`config.mk`:
```
export PLATFORM = sky130hd
export DESIGN_NAME = gate_driver_fault_latch
export DESIGN_NICKNAME = d
export VERILOG_FILES = /design/src/verilog/fault_latch_pkg.sv /design/src/verilog/gate_driver_fault_latch.sv
export VERILOG_INCLUDE_DIRS = /design/src /design/src/verilog
export SDC_FILE = /design/constraint.sdc
export NUM_CORES = 1
export LEC_CHECK = 0
export CORE_AREA = 2 2 83 85
export DETAILED_ROUTE_END_ITERATION = 10
export DIE_AREA = 0 0 85 87
export DONT_BUFFER_PORTS = 1
export PLACE_DENSITY = 0.42
export SYNTH_ARGS = -nofsm -noshare
export SYNTH_HDL_FRONTEND = slang
export SYNTH_SLANG_ARGS = --single-unit
```
`constraint.sdc`:
```
create_clock -name clk_sys -period 3.6 [get_ports clk_sys]
set_input_delay 0.54 -clock clk_sys [delete_from_list [all_inputs] [get_ports clk_sys]]
set_output_delay 0.54 -clock clk_sys [all_outputs]
set_load 0.005 [all_outputs]
```
`src/verilog/fault_latch_defs.svh`:
```
// Timing constants of the gate driver fault latch.
// Assumes a 100 MHz system clock; counts derive from times in their own units.
`ifndef FAULT_LATCH_DEFS_SVH
`define FAULT_LATCH_DEFS_SVH
`define CLK_PERIOD_NS 10
`define CLEAR_HOLD_US 9
`define CLEAR_HOLD_CYC ((`CLEAR_HOLD_US * 1000 + `CLK_PERIOD_NS - 1) / `CLK_PERIOD_NS)
`define POR_OLD_MS 130
`define POR_NEW_MS 150
`define POR_OLD_CYC ((`POR_OLD_MS * 1000000) / `CLK_PERIOD_NS)
`define POR_NEW_CYC ((`POR_NEW_MS * 1000000) / `CLK_PERIOD_NS)
`endif

```
`src/verilog/fault_latch_pkg.sv`:
```
// Types shared by the gate driver fault latch.
// Assumes the defs header supplies all numeric constants.
package fault_latch_pkg;
  // Fault sources seen by the latch, one bit each
  typedef struct packed {
    logic overcurrent_trip;
    logic shoot_through;
    logic over_temp;
    logic supply_undervolt;
    logic dc_link_overvolt;
  } fault_src_s;
  // Command pair from the controller
  typedef struct packed {
    logic upper_switch_cmd;
    logic lower_switch_cmd;
  } switch_cmd_s;
  typedef enum logic [1:0] {
    ST_POR,
    ST_RUN,
    ST_LATCHED
  } latch_state_e;
endpackage

```
`src/verilog/gate_driver_fault_latch.sv`:
```
// Fault supervision and error latch of a half-bridge gate driver.
// Assumes fault detector levels and commands are synchronous to clk_sys.
// Functional notes
// RQ1: Any supervised fault sets the error latch and raises the fault flag.
// RQ2: While latched, controller commands are ignored and both switches stay off.
// RQ3: Latch clears only with no fault and all commands low for 9 us.
// RQ4: Fault flag is open collector; low means no error.
// RQ5: A fault indication lasts at least 9 us.
// RQ6: Power-on reset completes within 130 ms or 150 ms by generation.
// RQ7: Controller keeps commands inactive until power-on reset has finished.
// RQ8: Over-current above 125 percent switches both off and latches a fault.
// RQ9: Saturation monitoring flags shoot-through as a fault.
// RQ10: Over-temperature latches a fault and raises thermal and fault flags.
// RQ11: Internal 15 V under-voltage latches a fault.
// RQ12: DC link over-voltage latches a fault.
// RQ13: Both commands high turns both outputs off without a fault.
// RQ14: Fault flag mirrors the latch until the clear condition is met.
`timescale 1ns/10ps
`default_nettype none
`include "fault_latch_defs.svh"
module gate_driver_fault_latch
  import fault_latch_pkg::*;
#(
  parameter int unsigned CLEAR_CYC = `CLEAR_HOLD_CYC,
  parameter int unsigned POR_OLD_CYC = `POR_OLD_CYC,
  parameter int unsigned POR_NEW_CYC = `POR_NEW_CYC,
  parameter int unsigned CW = 24
) (
  input wire logic clk_sys,
  input wire logic rstn,
  input wire logic clk_en,
  input wire logic newer_generation,
  input wire fault_src_s fault_src,
  input wire switch_cmd_s switch_cmd,
  output logic upper_gate_on,
  output logic lower_gate_on,
  output logic fault_flag_oe,
  output logic fault_flag_o,
  output logic thermal_flag_oe,
  output logic thermal_flag_o,
  output logic por_done
);

  latch_state_e state_q, state_d;
  logic [CW-1:0] cnt_q, cnt_d;
  logic gen_q, gen_d;
  logic thermal_q, thermal_d;
  logic upper_q, upper_d, lower_q, lower_d;
  logic any_fault, cmds_low;
  logic [CW-1:0] por_len;

  // Any single source is enough; in ST_POR a fault is only sampled on the last power-on reset cycle
  assign any_fault = |fault_src; // RQ9
  assign cmds_low = ~switch_cmd.upper_switch_cmd & ~switch_cmd.lower_switch_cmd;
  // Length of power-on reset follows the strap caught after release
  assign por_len = gen_q ? CW'(POR_NEW_CYC) : CW'(POR_OLD_CYC);

  // Latch sequencing; faults win over the clear in the same cycle
  always_comb begin
    state_d = state_q;
    cnt_d = cnt_q;
    gen_d = gen_q;
    thermal_d = thermal_q;
    unique case (state_q)
      ST_POR: begin
        // Generation strap caught on the first enabled cycle after release
        if (cnt_q == '0) begin
          gen_d = newer_generation;
        end
        cnt_d = cnt_q + CW'(1);
        if (cnt_q >= por_len - CW'(1)) begin // RQ6
          cnt_d = '0;
          state_d = any_fault ? ST_LATCHED : ST_RUN;
          thermal_d = fault_src.over_temp;
        end
      end
      ST_RUN: begin
        if (any_fault) begin // RQ1
          state_d = ST_LATCHED;
          cnt_d = '0;
          thermal_d = fault_src.over_temp; // RQ10
        end
      end
      ST_LATCHED: begin
        if (fault_src.over_temp) begin
          thermal_d = 1'b1;
        end
        // Clear timer restarts on any fault or any high command
        if (any_fault || !cmds_low) begin // RQ3
          cnt_d = '0;
        end else if (cnt_q >= CW'(CLEAR_CYC) - CW'(1)) begin // RQ5
          cnt_d = '0;
          state_d = ST_RUN;
          thermal_d = 1'b0;
        end else begin
          cnt_d = cnt_q + CW'(1);
        end
      end
    endcase
  end

  // Gate outputs; fault sources gate the next value directly so switches drop at the next enabled edge
  always_comb begin
    upper_d = 1'b0;
    lower_d = 1'b0;
    if (state_q == ST_RUN && !any_fault) begin // RQ2 RQ8 RQ11 RQ12
      if (!(switch_cmd.upper_switch_cmd && switch_cmd.lower_switch_cmd)) begin // RQ13
        upper_d = switch_cmd.upper_switch_cmd;
        lower_d = switch_cmd.lower_switch_cmd;
      end
    end
  end

  always_ff @(posedge clk_sys or negedge rstn) begin
    if (!rstn) begin
      state_q <= ST_POR;
      cnt_q <= '0;
      gen_q <= 1'b0;
      thermal_q <= 1'b0;
      upper_q <= 1'b0;
      lower_q <= 1'b0;
    end else if (clk_en) begin
      state_q <= state_d;
      cnt_q <= cnt_d;
      gen_q <= gen_d;
      thermal_q <= thermal_d;
      upper_q <= upper_d;
      lower_q <= lower_d;
    end
  end

  assign upper_gate_on = upper_q;
  assign lower_gate_on = lower_q;
  assign por_done = (state_q != ST_POR);
  // Open collector: transistor off (released) signals a fault, so a broken wire reads high
  assign fault_flag_o = 1'b0;
  assign fault_flag_oe = (state_q == ST_RUN); // RQ4 RQ14
  assign thermal_flag_o = 1'b0;
  assign thermal_flag_oe = ~thermal_q;

  // Checker helpers, counted apart from the latch so the assertions below
  // do not merely restate the sequencing logic
  logic [CW-1:0] quiet_q, quiet_d;
  logic [CW-1:0] flag_len_q, flag_len_d;

  // Quiet cycles: no fault and both commands low; saturates instead of wrapping
  always_comb begin
    quiet_d = quiet_q;
    if (any_fault || !cmds_low) begin
      quiet_d = '0;
    end else if (quiet_q != '1) begin
      quiet_d = quiet_q + CW'(1);
    end
  end

  // Enabled cycles the fault indication has stood so far
  always_comb begin
    flag_len_d = flag_len_q;
    if (fault_flag_oe) begin
      flag_len_d = '0;
    end else if (flag_len_q != '1) begin
      flag_len_d = flag_len_q + CW'(1);
    end
  end

  // Helpers freeze with the rest of the state
  always_ff @(posedge clk_sys or negedge rstn) begin
    if (!rstn) begin
      quiet_q <= '0;
      flag_len_q <= '0;
    end else if (clk_en) begin
      quiet_q <= quiet_d;
      flag_len_q <= flag_len_d;
    end
  end

  a_latch_sets: assert property (@(posedge clk_sys) disable iff (!rstn) // RQ1
    (clk_en && state_q == ST_RUN && any_fault) |=> state_q == ST_LATCHED)
    else $error("fault did not set latch");
  a_latched_off: assert property (@(posedge clk_sys) disable iff (!rstn) // RQ2
    (state_q == ST_LATCHED) |=> (!upper_gate_on && !lower_gate_on))
    else $error("switch on while latched");
  a_clear_hold: assert property (@(posedge clk_sys) disable iff (!rstn) // RQ3
    (state_q == ST_LATCHED && state_d == ST_RUN && clk_en) |-> (cnt_q == CW'(CLEAR_CYC) - CW'(1) && cmds_low))
    else $error("latch cleared early");
  a_flag_mirror: assert property (@(posedge clk_sys) disable iff (!rstn) // RQ14
    (!fault_flag_oe && state_q != ST_POR && (any_fault || !cmds_low)) |=> !fault_flag_oe)
    else $error("fault flag dropped before clear");
  a_flag_min: assert property (@(posedge clk_sys) disable iff (!rstn) // RQ5
    ($rose(fault_flag_oe) && $past(state_q) == ST_LATCHED) |-> flag_len_q >= CW'(CLEAR_CYC))
    else $error("fault pulse too short");
  a_fault_off: assert property (@(posedge clk_sys) disable iff (!rstn) // RQ8
    (clk_en && fault_src.overcurrent_trip) |=> (!upper_gate_on && !lower_gate_on))
    else $error("switch on during overcurrent");
  a_thermal_flag: assert property (@(posedge clk_sys) disable iff (!rstn) // RQ10
    (clk_en && state_q == ST_RUN && fault_src.over_temp) |=> (!thermal_flag_oe && !fault_flag_oe))
    else $error("thermal flags not raised");
  a_both_high: assert property (@(posedge clk_sys) disable iff (!rstn) // RQ13
    (clk_en && state_q == ST_RUN && !any_fault && switch_cmd.upper_switch_cmd && switch_cmd.lower_switch_cmd)
    |=> (!upper_gate_on && !lower_gate_on && state_q == ST_RUN))
    else $error("both high mishandled");
  a_por_off: assert property (@(posedge clk_sys) disable iff (!rstn) // RQ6
    (state_q == ST_POR) |=> (!upper_gate_on && !lower_gate_on))
    else $error("switch on during power-on reset");
  a_flag_raise: assert property (@(posedge clk_sys) disable iff (!rstn) // RQ1
    (clk_en && any_fault) |=> !fault_flag_oe)
    else $error("fault flag not raised");
  a_clear_quiet: assert property (@(posedge clk_sys) disable iff (!rstn) // RQ3
    (state_q == ST_LATCHED) ##1 (state_q == ST_RUN) |-> quiet_q >= CW'(CLEAR_CYC))
    else $error("latch cleared without full quiet time");
  a_latch_holds: assert property (@(posedge clk_sys) disable iff (!rstn) // RQ3
    (clk_en && state_q == ST_LATCHED && (any_fault || !cmds_low)) |=> state_q == ST_LATCHED)
    else $error("latch left while clear condition broken");
  a_run_cool: assert property (@(posedge clk_sys) disable iff (!rstn) // RQ10
    (state_q == ST_RUN) |-> thermal_flag_oe)
    else $error("thermal flag shown while running");
  a_gate_exclusive: assert property (@(posedge clk_sys) disable iff (!rstn) // RQ13
    !(upper_gate_on && lower_gate_on))
    else $error("both switches on");

endmodule
`default_nettype wire

```
Word-level counts from Yosys, hierarchy flattened
Cells that the tools add are included.
{ "op_classes": {"addsub": 2, "n_lt_le_gt_ge": 2, "eq_ne": 6, "muxes": 22, "bitwise_logic": 4, "n_reduce_logical": 13} }
{ "op_table": {"columns": ["cell", "count"], "rows": [
  ["two-way mux 24 bit", 4],
  ["one-hot mux 24 bit (3 select lines)", 1],
  ["adder 24 x 1 -> 24 bit, second input constant", 1],
  ["greater-or-equal comparator 24 x 10 -> 1 bit, second input constant", 1],
  ["greater-or-equal comparator 24 bit", 1],
  ["logical NOT 24 bit", 1],
  ["subtractor 23 x 2 -> 24 bit, second input constant", 1],
  ["two-way mux 22 bit", 1],
  ["two-way mux 2 bit", 5],
  ["two-way mux 1 bit", 9],
  ["inequality test 2 bit, second input constant", 3],
  ["one-hot mux 2 bit (3 select lines)", 1],
  ["AND reduction 3 bit", 2],
  ["AND reduction 5 bit", 1],
  ["OR reduction 5 bit", 1],
  ["inverter 1 bit", 3],
  ["one-hot mux 1 bit (3 select lines)", 1],
  ["equality test 2 x 1 -> 1 bit, second input constant", 1],
  ["equality test 2 bit, second input constant", 1],
  ["logical AND 1 bit", 2],
  ["logical NOT 1 bit", 2],
  ["logical NOT 2 bit", 1],
  ["inequality test 2 x 1 -> 1 bit, second input constant", 1],
  ["AND reduction 2 bit", 1],
  ["3 further kinds", 3]
]} }
{ "word_totals": {"reg_bits": 30, "in_bits": 11, "out_inout_bits": 7, "wordCells": 55} }

Depth between registers and ports, before layout
Gate-level depths: netlist of run 1.
{ "depth": {"word_depth": 6, "depth_mapped": 9} }

Worst setup path before layout of run 1
Ideal clock, no wire load.
{ "synth_timing": {"kind": "input-to-reg", "startpoint": "in fault_src[1] (netlist name)", "endpoint": "reg state_q[0]", "setup_time_ns": 0.125, "t_arrival_ns": 1.967, "path_slack_ns": 1.509, "cell_stages": 6, "n_path_buf": 1, "path_cell_list": "or4_4 -> o21ai_2 -> buf_4 -> a21oi_1 -> o21ai_1 -> mux2_2"} }
{ "synth_between": {"elab_chain_cells": 4} }
{ "synth_rtl": {"columns": ["element", "line", "source"], "rows": [
  ["start, declared", "gate_driver_fault_latch.sv:33", "input wire fault_src_s fault_src,"],
  ["OR reduction 5 bit (*)", "gate_driver_fault_latch.sv:53", "assign any_fault = |fault_src;"],
  ["two-way mux 2 bit or logical OR 1 bit (tied branches)", null, null],
  ["two-way mux 2 bit or inequality test 2 bit (tied branches)", null, null],
  ["one-hot mux 2 bit (3 select lines) or AND reduction 5 bit (tied branches)", null, null],
  ["end signal, assigned", "gate_driver_fault_latch.sv:123", "state_q <= state_d;"],
  ["end, declared", "gate_driver_fault_latch.sv:44", "latch_state_e state_q, state_d;"]
]} }
Mark *: on every way between the ends. The rest lies on a longest branch, timed or not. The select of a mux whose other input is x is not followed.
A chain may end at the register's enable or synchronous reset.

Final worst setup path of run 1
{ "layout_timing": {"startpoint": "reg gen_q", "endpoint": "reg cnt_q[1]"} }
{ "layout_between": {"elab_chain_cells": 5} }
{ "layout_rtl": {"columns": ["element", "line", "source"], "rows": [
  ["start, declared", "gate_driver_fault_latch.sv:46", "logic gen_q, gen_d;"],
  ["start signal, assigned", "gate_driver_fault_latch.sv:125", "gen_q <= gen_d;"],
  ["two-way mux 22 bit", "gate_driver_fault_latch.sv:56", "assign por_len = gen_q ? CW'(POR_NEW_CYC) : CW'(POR_OLD_CYC);"],
  ["subtractor 23 x 2 -> 24 bit", "gate_driver_fault_latch.sv:71", "if (cnt_q >= por_len - CW'(1)) begin"],
  ["greater-or-equal comparator 24 bit", "gate_driver_fault_latch.sv:71", null],
  ["two-way mux 24 bit", "gate_driver_fault_latch.sv:71", null],
  ["one-hot mux 24 bit (3 select lines)", "gate_driver_fault_latch.sv:64", "unique case (state_q)"],
  ["end signal, assigned", "gate_driver_fault_latch.sv:124", "cnt_q <= cnt_d;"],
  ["end, declared", "gate_driver_fault_latch.sv:45", "logic [CW-1:0] cnt_q, cnt_d;"]
]} }
No other way between the ends.

==> results of run 1 <==
[what timing repair did]
action / 4_1_cts / 5_1_grt
hold buffers: 1 / 0
setup buffers: 0 / 0
endpoints found under the hold margin: 30 / 0
endpoints found under the setup margin: 0 / 0
[through the flow]
step           hold WS [ns]  setup WS (ns)  instance area [um2]  power, W
6_report             0.0870           1.07                 2110  0.000857
5_1_grt              0.0818          0.821                 2110  0.000924
4_1_cts              0.0864           1.04                 2110  0.000872
3_5_place_dp          0.246           1.08                 2000  0.000569
3_3_place_gp          0.246           1.13                 2000  0.000572
2_1_floorplan         0.244           1.51                 1950  0.000538
[logic make-up (layout without fill, tap and decap cells)]
| kind of cell | Yosys count | after routing | share of synthesized area [%] |
|---|---|---|---|
| multiplexers | 3 | 3 | 1.74 |
| flip-flops | 30 | 30 | 38.6 |
| XOR/XNOR | 21 | 21 | 9.45 |
| buffers and inverters | 16 | 19 | 4.44 |
| adder cells (fa/ha/maj) | 13 | 13 | 8.36 |
| AND/OR/NAND/NOR | 102 | 102 | 28.4 |
| AO/OA/AOI/OAI | 26 | 26 | 8.88 |
| other | 1 | 2 | 0.193 |
[critical path, delay by kind of cell (launching register included)]
family	cells	cell delay [ns]
AOI/OAI and AO/OA	3	1.14
DFF	1	0.43
buffers and inverters	1	0.14
and+or+nand+nor	3	0.40
adders and majority gates	1	0.32
[state kept, by name, summed over array words and instances, names as in the netlist]
name / cells
state_q: 2
gen_q: 1
thermal_q: 1
cnt_q: 24
lower_gate_on: 1
upper_gate_on: 1
[worst paths after layout]
path                                       start                   endpoint  slack (ns)  depth (start not counted)
max                            gen_q$_DFFE_PN0P_       cnt_q[1]$_DFFE_PN0P_        1.07                          8
min                                         rstn     state_q[1]$_DFFE_PN0P_        0.09                          1
max reg2reg                    gen_q$_DFFE_PN0P_       cnt_q[1]$_DFFE_PN0P_        1.07                          8
min reg2reg                thermal_q$_DFFE_PN0P_      thermal_q$_DFFE_PN0P_        0.51                          1
max in group asynchronous                   rstn      cnt_q[15]$_DFFE_PN0P_        3.34                          1
min in group clk_sys                      clk_en  lower_gate_on$_DFFE_PN0P_        0.35                          1
[where the power goes]
part	internal (W)	total, W	leakage [nW]	switching, W
Clock	0.000154	0.000281	0.0482	0.000127
Combinational	0.0000684	0.000151	0.451	0.0000827
Sequential	0.000375	0.000425	0.389	0.0000501
Total	0.000598	0.000857	0.888	0.000260
[cell usage after synthesis (all sizes together)]
cell type,n
or3,3
o31a,1
o41ai,1
o21ai,7
and4,3
nand2b,1
o311ai,1
xnor2,8
inv,10
nor2,35
dfrtp,30
a31oi,1
buf,5
conb,1
mux2,3
xor2,13
nand2,17
o2bb2ai,1
ha,13
o32ai,2
nor4b,1
nand4b,1
clkbuf,1
nor3,4
nor4,7
a211oi,1
nand3b,1
a21oi,7
or2,1
o21a,2
nor2b,2
or4,1
a2bb2oi,1
o31ai,1
nand4,4
nand3,16
and3,5
[final cells by class]
| class | instances | area, um2 |
|---|---|---|
| clock buffers | 7 | 86.3 |
| clock inverters | 1 | 5.00 |
| fillers | 692 | 4460 |
| inverters | 10 | 37.5 |
| multi-input cells | 167 | 1110 |
| flip-flops and latches | 30 | 751 |
| well taps | 80 | 100 |
| repair buffers | 1 | 20.0 |
[routing by layer]
layer	vias up	GRT usage [%]
met5	-	0
met4	0	4.47
met3	7	3.32
met2	29	21.3
met1	729	18.9
li1	750	-
==> summary.txt, run 1 <==
Status
  – Outcome: finished, final reports clean

Worst setup path
  – Slowest CP cell: o21a_2
  – CP peak stage delay: 0.45 ns
  – Crit path required time: 3.78 ns
  – Critical Path Source Type: flop
  – Crit Path Max Fanout: 22
  – WS Path Type: reg -> reg
  – CP Cell Sequence: inv_1 -> ha_1 -> nand2_1 -> nor2_1 -> o311ai_0 -> nand3_1 -> o21a_2 -> a211oi_1
  – CP Capture Type: flop
  – Crit path DAT: 2.71 ns

Die
  – Io pins: 18
  – Die area: 0.00740 mm2
  – Die Ht: 87 um
  – Core area: 0.00657 mm2
  – Rows: 30
  – Initial Util: 29.6%
  – Die W: 85 um

Clocking
  – Cts repair resizes: 0
  – Total CTS buffers: 5
  – Worst-path clk slew: 0.06 ns
  – Clk_lat worst skew: 0.28 ns
  – CTS tree: done
  – Root buf cell: clkbuf_8
  – CTS H-tree lvls: 2
  – CTS Sinks: 30
  – Longest Clk Path Bufs: 2

STA
  – Post-Route Skew: 0.00383 ns
  – Fmax: 395 MHz
  – Final Max Slew Viols: 0
  – Period utilisation layout: 70.3%
  – RSZ-0062 raised after global routing: no
  – Worst-Margin Slew: 0.499 ns
  – Crit path time final: 2.53 ns
  – Final Hold Viols: 0
  – Setup_tns: 0 ns
  – Endpoints failing setup: 0
  – Max transition margin: 66.5%

Cells and area
  – Most frequent cells in the layout: nor2_1 (35), dfrtp_1 (30), nand2_1 (17), nand3_1 (16)
  – Inserted Diodes: 0
  – Commonest non-fill, non-tap cell in the layout: nor2_1
  – Share of cells above drive strength 1: 8.80%
  – Layout Nets: 239
  – Post-Route Utilization: 32.2%
  – Syn-to-layout area delta: 8.55%
  – Final std cells w/o fill: 296

Synthesis
  – Syn_area_per_cell: 9.18 um2
  – Largest area contributor in the netlist: dfrtp_1
  – Post-synthesis cell area: 0.00195 mm2
  – Sequential area share after synthesis: 38.6%
  – Netlist cell types: 43
  – Synthesized flop and latch total: 30
  – Synth top area cells: dfrtp_1 (39%), ha_1 (8.4%), nor2_1 (6.8%)
  – Post-synth top area share: 38.6%
  – Synth Warn #: 0
  – Syn Inst Count: 212

Detailed routing
  – Post-route ant nets: 0
  – DRC viols: 0
  – Via density: 5.12
  – WL met3: 156 um
  – Top sig layer: met4
  – 1st-pass router iterations: 6
  – Total number of vias: 1515
  – WL met2: 2100 um
  – Met1 wire length: 2260 um
  – Drt first-iter violations: 75
  – Routed WL per cell: 15.5 um
  – Routed WL: 4590 um

Job
  – Max cap viols: 0

GRT
  – Initial antenna violation count: 0
  – Vias in the first global route: 1573
  – Overall Global Routing Usage: 13.8%
  – Largest net degree at the start of global routing: 31
  – GR Overflow Total: 0
  – First-pass GRT wire length: 7930 um

Placed design
  – Count of buffers from port buffering: 0
  – Hpwl dp: 3340 um
  – Placed cells: 287
  – Final GP Congestion: 0.813

Min path
  – HP Class: in -> async

Power
  – Peak supply drop: 152 uV
  – Lkg Pwr: 0.888 nW
  – Power per cell area: 406 mW/mm2
No activity file was read; power rests on OpenSTA's default activity.
==> inputs of run 2 (changes only) <==
ABC_AREA = 1   (was default)
CORE_AREA = 2 2 92 94   (was 2 2 83 85)
DIE_AREA = 0 0 94 96   (was 0 0 85 87)
PLACE_DENSITY = 0.44   (was 0.42)
clock period = 2.05 ns   (was 3.6 ns; I/O delays follow)
==> summary.txt, run 2 <==
Detailed routing
  – Post-route ant nets: 0
  – Routed WL: 7290 um
  – Routed WL per cell: 14.9 um
  – DRC viols: 0
  – Drt first-iter violations: 159
  – Via density: 4.70
  – 1st-pass router iterations: 4
  – Total number of vias: 2307

Cells and area
  – Inserted Diodes: 0
  – Commonest non-fill, non-tap cell in the layout: nand2_1
  – Syn-to-layout area delta: 14.9%
  – Largest regs: cnt_q x24, state_q x2
  – Number of flip-flops in the largest register: 24
  – Share of cells above drive strength 1: 16.8%
  – Largest Register: cnt_q
  – Layout Nets: 409
  – Most frequent cells in the layout: nand2_1 (103), nor2_1 (39), inv_1 (38), dfrtp_1 (29), nand3_1 (26)
  – Post-Route Utilization: 35.0%

Power
  – Peak supply drop: 301 uV
  – Lkg Pwr: 1.33 nW
  – Clock power share: 35.5%
  – Power per cell area: 578 mW/mm2
  – Pint: 0.00111 W
  – P_sw: 0.000516 W
  – Sequential power share: 44.4%
  – Combinational Power Share: 20.1%
  – Sw frac: 31.7%

Worst setup path
  – CP Cell Sequence: buf_4 -> ha_1 -> nand2_1 -> nor2_2 -> nand2_1 -> nor2_2 -> nand2_2 -> nand3_4 -> inv_2 -> nand2_4 -> nand3_4 -> and2_1
  – CP Capture Type: flop
  – Crit Path Max Fanout: 8
  – Crit path required time: 2.23 ns
  – WS Path Type: reg -> reg
  – R2R Setup Slk: 0.14 ns
  – Cell family with most CP delay: simple AND/OR/NAND/NOR gates
  – Crit path DAT: 2.08 ns
  – Cell count along the critical path: 12
  – Critical Path Source Type: flop
  – Slowest CP cell: dfrtp_2
  – CP bufs+invs: 2
  – CP peak stage delay: 0.44 ns
  – Path depth of the worst reg2reg path: 12

Clocking
  – Root buf cell: clkbuf_8
  – CTS tree: done
  – Clk_lat worst skew: 0.28 ns
  – CTS Sinks: 30
  – Worst-path clk slew: 0.07 ns
  – Longest Clk Path Bufs: 2
  – Total CTS buffers: 5
  – CTS H-tree lvls: 2

GRT
  – Largest net degree at the start of global routing: 31
  – GR Overflow Total: 0
  – First-pass GRT wire length: 11700 um
  – Initial antenna violation count: 0
  – Overall Global Routing Usage: 17.3%
  – Vias in the first global route: 2188

Synthesis
  – Sequential area share after synthesis: 30.6%
  – Ys flop type: dfrtp_1
  – Post-synthesis cell area: 0.00245 mm2
  – Synthesized flop and latch total: 30
  – Post-synth top cells: nand2_1 (103), nor2_1 (41), inv_1 (39)
  – Syn Inst Count: 367
  – Netlist cell types: 34
  – Synth top area cells: dfrtp_1 (31%), nand2_1 (16%), ha_1 (6.6%)
  – Post-synth top area share: 30.6%
  – Post-synth EDFFs: 0
  – Count leader, synth: nand2_1
  – Ys async rst share: 100%
  – Syn_area_per_cell: 6.68 um2
  – Synth Warn #: 0
  – Largest area contributor in the netlist: dfrtp_1

STA
  – Setup_tns: 0 ns
  – Post-Route Skew: 0.00570 ns
  – Final Max Slew Viols: 0
  – Period utilisation layout: 93.0%
  – Fmax: 524 MHz
  – Crit path time final: 1.91 ns
  – RSZ-0062 raised after global routing: no
  – Endpoints failing setup: 0
  – Final Hold Viols: 0
  – Worst hold slack: 0.124 ns

Die
  – Core area: 0.00805 mm2
  – Die area: 0.00902 mm2
  – Die W: 94 um
  – Die Ht: 96 um
  – Rows: 33
  – Initial Util: 30.4%
  – Io pins: 18

Min path
  – HP Class: in -> reg
  – WHS Path Cells: 1

Status
  – Outcome: finished, final reports clean

Placed design
  – Final GP Congestion: 0.890
  – Count of buffers from port buffering: 0
  – Hpwl dp: 5870 um

Job
  – Max cap viols: 0
-- run 2: changes by cell type in the layout (fill, tap and decap cells not counted), moves of 9 or more --
cell,previous run,this run
nand4_1,4,17
nand2_1,17,103
nor2_2,0,9
buf_4,0,15
nand3_1,16,26
o21ai_1,1,13
inv_1,10,38
inv_2,0,16
-- run 2: cells by family (layout without fill, tap and decap cells) --
family          count (synthesis)  in the layout  synth area share [%]
xor+xnor                       12             12                  4.29
compound gates                 29             29                  6.53
simple gates                  217            217                  41.1
fa+ha+maj                      13             13                  6.64
other cells                     1              2                 0.153
buf+inv                        65             83                  10.7
flops                          30             30                  30.6
-- run 2: layout make-up --
type                       count  area [um2]
sequential                    30         752
timing repair buffer          17         143
fill                         908        5240
inverter                      58         218
multi-input combinational    273        1460
clock buffer                   8         110
tap                          105         131
-- run 2: worst paths after layout --
check,startpoint,to
setup reg to reg,gen_q$_DFFE_PN0P_,cnt_q[11]$_DFFE_PN0P_
min in group asynchronous,rstn,cnt_q[4]$_DFFE_PN0P_
max in group asynchronous,rstn,gen_q$_DFFE_PN0P_
setup / recovery,gen_q$_DFFE_PN0P_,cnt_q[11]$_DFFE_PN0P_
hold / removal,switch_cmd[0],upper_gate_on$_DFFE_PN0P_
hold reg to reg,upper_gate_on$_DFFE_PN0P_,upper_gate_on$_DFFE_PN0P_
-- run 2: worst reg2reg max path, cell delays in order, from the launching register on --
cell and delay [ns]:
dfrtp_2 0.44, buf_4 0.15, ha_1 0.28, nand2_1 0.06, nor2_2 0.11, nand2_1 0.07
nor2_2 0.12, nand2_2 0.08, nand3_4 0.10, inv_2 0.06, nand2_4 0.07, nand3_4 0.10
and2_1 0.16
-- run 2: through the flow --
step | instances | setup WS, ns | area, um2 | power, W
6_report | 491 | 0.143 | 2820 | 0.00163
5_1_grt | 491 | 0.00976 | 2820 | 0.00173
4_1_cts | 490 | 0.0141 | 2790 | 0.00164
3_5_place_dp | 480 | 0.0359 | 2650 | 0.00104
2_1_floorplan | 368 | 0.307 | 2450 | 0.000933
3_3_place_gp | 480 | 0.118 | 2650 | 0.00104
-- run 2: repair_timing --
action / 4_1_cts / 5_1_grt
setup buffers: 0 / 1
setup endpoints to repair: 0 / 19
hold endpoints to repair: 30 / 0
hold buffers: 2 / 0
gates resized for setup: 0 / 7
-- run 2: layer usage --
metal | wire, um | GRT usage [%]
met5 | 0 | 0
met4 | 136 | 5.07
met3 | 208 | 2.82
met2 | 3260 | 27.2
met1 | 3690 | 24.6
-- run 2: power groups by stage --
stage               logic [W]  registers (W)  clock network [W]
floorplan            0.000224       0.000709                  0
detailed placement   0.000307       0.000730                  0
CTS                  0.000328       0.000718           0.000598
finish               0.000328       0.000722           0.000577
global placement     0.000308       0.000731                  0
global route         0.000380       0.000728           0.000625
==> inputs of run 3 (changes only) <==
CORE_AREA = 2 2 65 67   (was 2 2 92 94)
DIE_AREA = 0 0 67 69   (was 0 0 94 96)
PLACE_DENSITY = 0.77   (was 0.44)
clock period = 2.1 ns   (was 2.05 ns; I/O delays follow)
==> summary.txt, run 3 (same netlist as run 2, synthesis figures left out) <==
STA
  – Final Hold Viols: 0
  – Post-Route Skew: 0.00760 ns
  – Setup_tns: 0 ns
  – Post-route setup slack: 0.173 ns
  – Crit path time final: 1.93 ns
  – Fmax: 519 MHz
  – Endpoints failing setup: 0
  – Final Max Slew Viols: 0
  – RSZ-0062 raised after global routing: no
  – Period utilisation layout: 91.8%

Clocking
  – Setup bufs post-CTS: 0
  – Clk_lat worst skew: 0.28 ns
  – Longest Clk Path Bufs: 2
  – CTS H-tree lvls: 2
  – CTS Sinks: 30
  – Total CTS buffers: 5
  – Worst-path clk slew: 0.07 ns
  – Root buf cell: clkbuf_8
  – CTS tree: done

Placed design
  – Placed cells: 423
  – Hpwl dp: 5280 um
  – Pre-CTS worst setup slack: 0.133 ns
  – Count of buffers from port buffering: 0
  – Final GP Congestion: 0.957

Worst setup path
  – CP Capture Type: flop
  – Crit path required time: 2.30 ns
  – R2R Setup Slk: 0.17 ns
  – CP Cell Sequence: inv_2 -> ha_1 -> nand2_2 -> inv_1 -> a21oi_1 -> nand2_1 -> nand2_1 -> nand3_4 -> nand2_2 -> nand3_2 -> o21ai_1
  – Cell family with most CP delay: simple AND/OR/NAND/NOR gates
  – Crit path DAT: 2.13 ns
  – Crit Path Max Fanout: 7
  – CP bufs+invs: 2
  – WS Path Type: reg -> reg
  – Path depth of the worst reg2reg path: 11
  – CP peak stage delay: 0.42 ns
  – Reg2Reg Launch Point: gen_q$_DFFE_PN0P_
  – Slowest CP cell: dfrtp_1
  – Critical Path Source Type: flop
  – R2R Path End: cnt_q[21]$_DFFE_PN0P_

Cells and area
  – Commonest non-fill, non-tap cell in the layout: nand2_1
  – Inserted Diodes: 0
  – Number of flip-flops in the largest register: 24
  – Share of cells above drive strength 1: 14.1%
  – Layout Nets: 406
  – Largest regs: cnt_q x24, state_q x2
  – Syn-to-layout area delta: 8.93%
  – Final std cells w/o fill: 432
  – Largest Register: cnt_q
  – Most frequent cells in the layout: nand2_1 (103), nor2_1 (41), inv_1 (38), dfrtp_1 (30), nand3_1 (27)

Power
  – Lkg Pwr: 1.30 nW
  – Power per cell area: 545 mW/mm2
  – Peak supply drop: 542 uV
  – Pwr Total: 0.00145 W

Min path
  – Source of the worst hold timing path: switch_cmd[0]
  – Worst Hold Path EP: upper_gate_on$_DFFE_PN0P_
  – WHS Path Cells: 1
  – HP Class: in -> reg

GRT
  – Met2 usage: 51.0%
  – Met3 Usage GRT: 5.06%
  – GR Overflow Total: 0
  – Largest net degree at the start of global routing: 31
  – First-pass GRT wire length: 10700 um
  – Vias in the first global route: 2270
  – Initial antenna violation count: 0
  – Overall Global Routing Usage: 31.0%
  – Met1 Resource Use GR: 41.6%
  – Most crowded layer after global routing: met2

Die
  – Die area: 0.00462 mm2
  – Core area: 0.00391 mm2
  – Initial Util: 62.6%
  – Die Ht: 69 um
  – Io pins: 18
  – Die W: 67 um
  – Rows: 23

Detailed routing
  – 1st-pass router iterations: 4
  – Total number of vias: 2343
  – Routed WL: 6530 um
  – Post-route ant nets: 0
  – DRC viols: 0
  – Via density: 5.42
  – Drt first-iter violations: 181
  – Routed WL per cell: 15.1 um

Job
  – Max cap viols: 0

Status
  – Outcome: finished, final reports clean
==> run 3: worst max-delay path by stage <==
stage / from / endpoint / depth (start not counted) / slack, ns
6_report: gen_q$_DFFE_PN0P_ / cnt_q[21]$_DFFE_PN0P_ / 11 / 0.17
5_1_grt: gen_q$_DFFE_PN0P_ / cnt_q[5]$_DFFE_PN0P_ / 11 / 0.009
4_1_cts: gen_q$_DFFE_PN0P_ / cnt_q[11]$_DFFE_PN0P_ / 12 / 0.12
3_5_place_dp: gen_q$_DFFE_PN0P_ / cnt_q[11]$_DFFE_PN0P_ / 12 / 0.13
3_3_place_gp: gen_q$_DFFE_PN0P_ / cnt_q[11]$_DFFE_PN0P_ / 12 / 0.20
2_1_floorplan: gen_q$_DFFE_PN0P_ / cnt_q[11]$_DFFE_PN0P_ / 12 / 0.36
==> run 3: layout make-up <==
class	count	area, um2
fill	363	1240
tap	50	62.6
timing repair buffer	14	120
sequential	30	751
inverter	58	218
clock buffer	7	76.3
multi-input combinational	273	1440
==> run 3: power by group <==
group	total (W)	internal (W)	switching, W
Sequential	0.000700	0.000630	0.0000698
Combinational	0.000316	0.000118	0.000198
Clock	0.000439	0.000228	0.000211
Total	0.00145	0.000976	0.000479
==> run 3: worst reg2reg max path: stages, from the launching register on <==
cell and delay [ns]:
dfrtp_1 0.42, inv_2 0.09, ha_1 0.29, nand2_2 0.09
inv_1 0.05, a21oi_1 0.15, nand2_1 0.07, nand2_1 0.11
nand3_4 0.11, nand2_2 0.12, nand3_2 0.17, o21ai_1 0.17
==> run 3: metrics by stage <==
stage / instance area, um2 / util (%) / hold WS (ns)
floorplan: 2450 / - / 0.0194
global placement: 2560 / 65.5 / 0.0199
detailed placement: 2560 / 65.5 / 0.0200
CTS: 2670 / 68.2 / 0.136
global route: 2670 / 68.2 / 0.141
finish: 2670 / 68.2 / 0.138
==> run 3: repair_timing <==
| item | 4_1_cts | 5_1_grt |
|---|---|---|
| endpoints found under the hold margin | 30 | 0 |
| hold buffers | 2 | 0 |
| setup endpoints to repair | 0 | 8 |
| resized for setup | 0 | 1 |
==> run 3: routing by layer <==
layer,wire (um),vias to the layer above
met5,0,-
met4,157,0
met3,255,15
met2,3170,48
met1,2940,1083
li1,-,1197
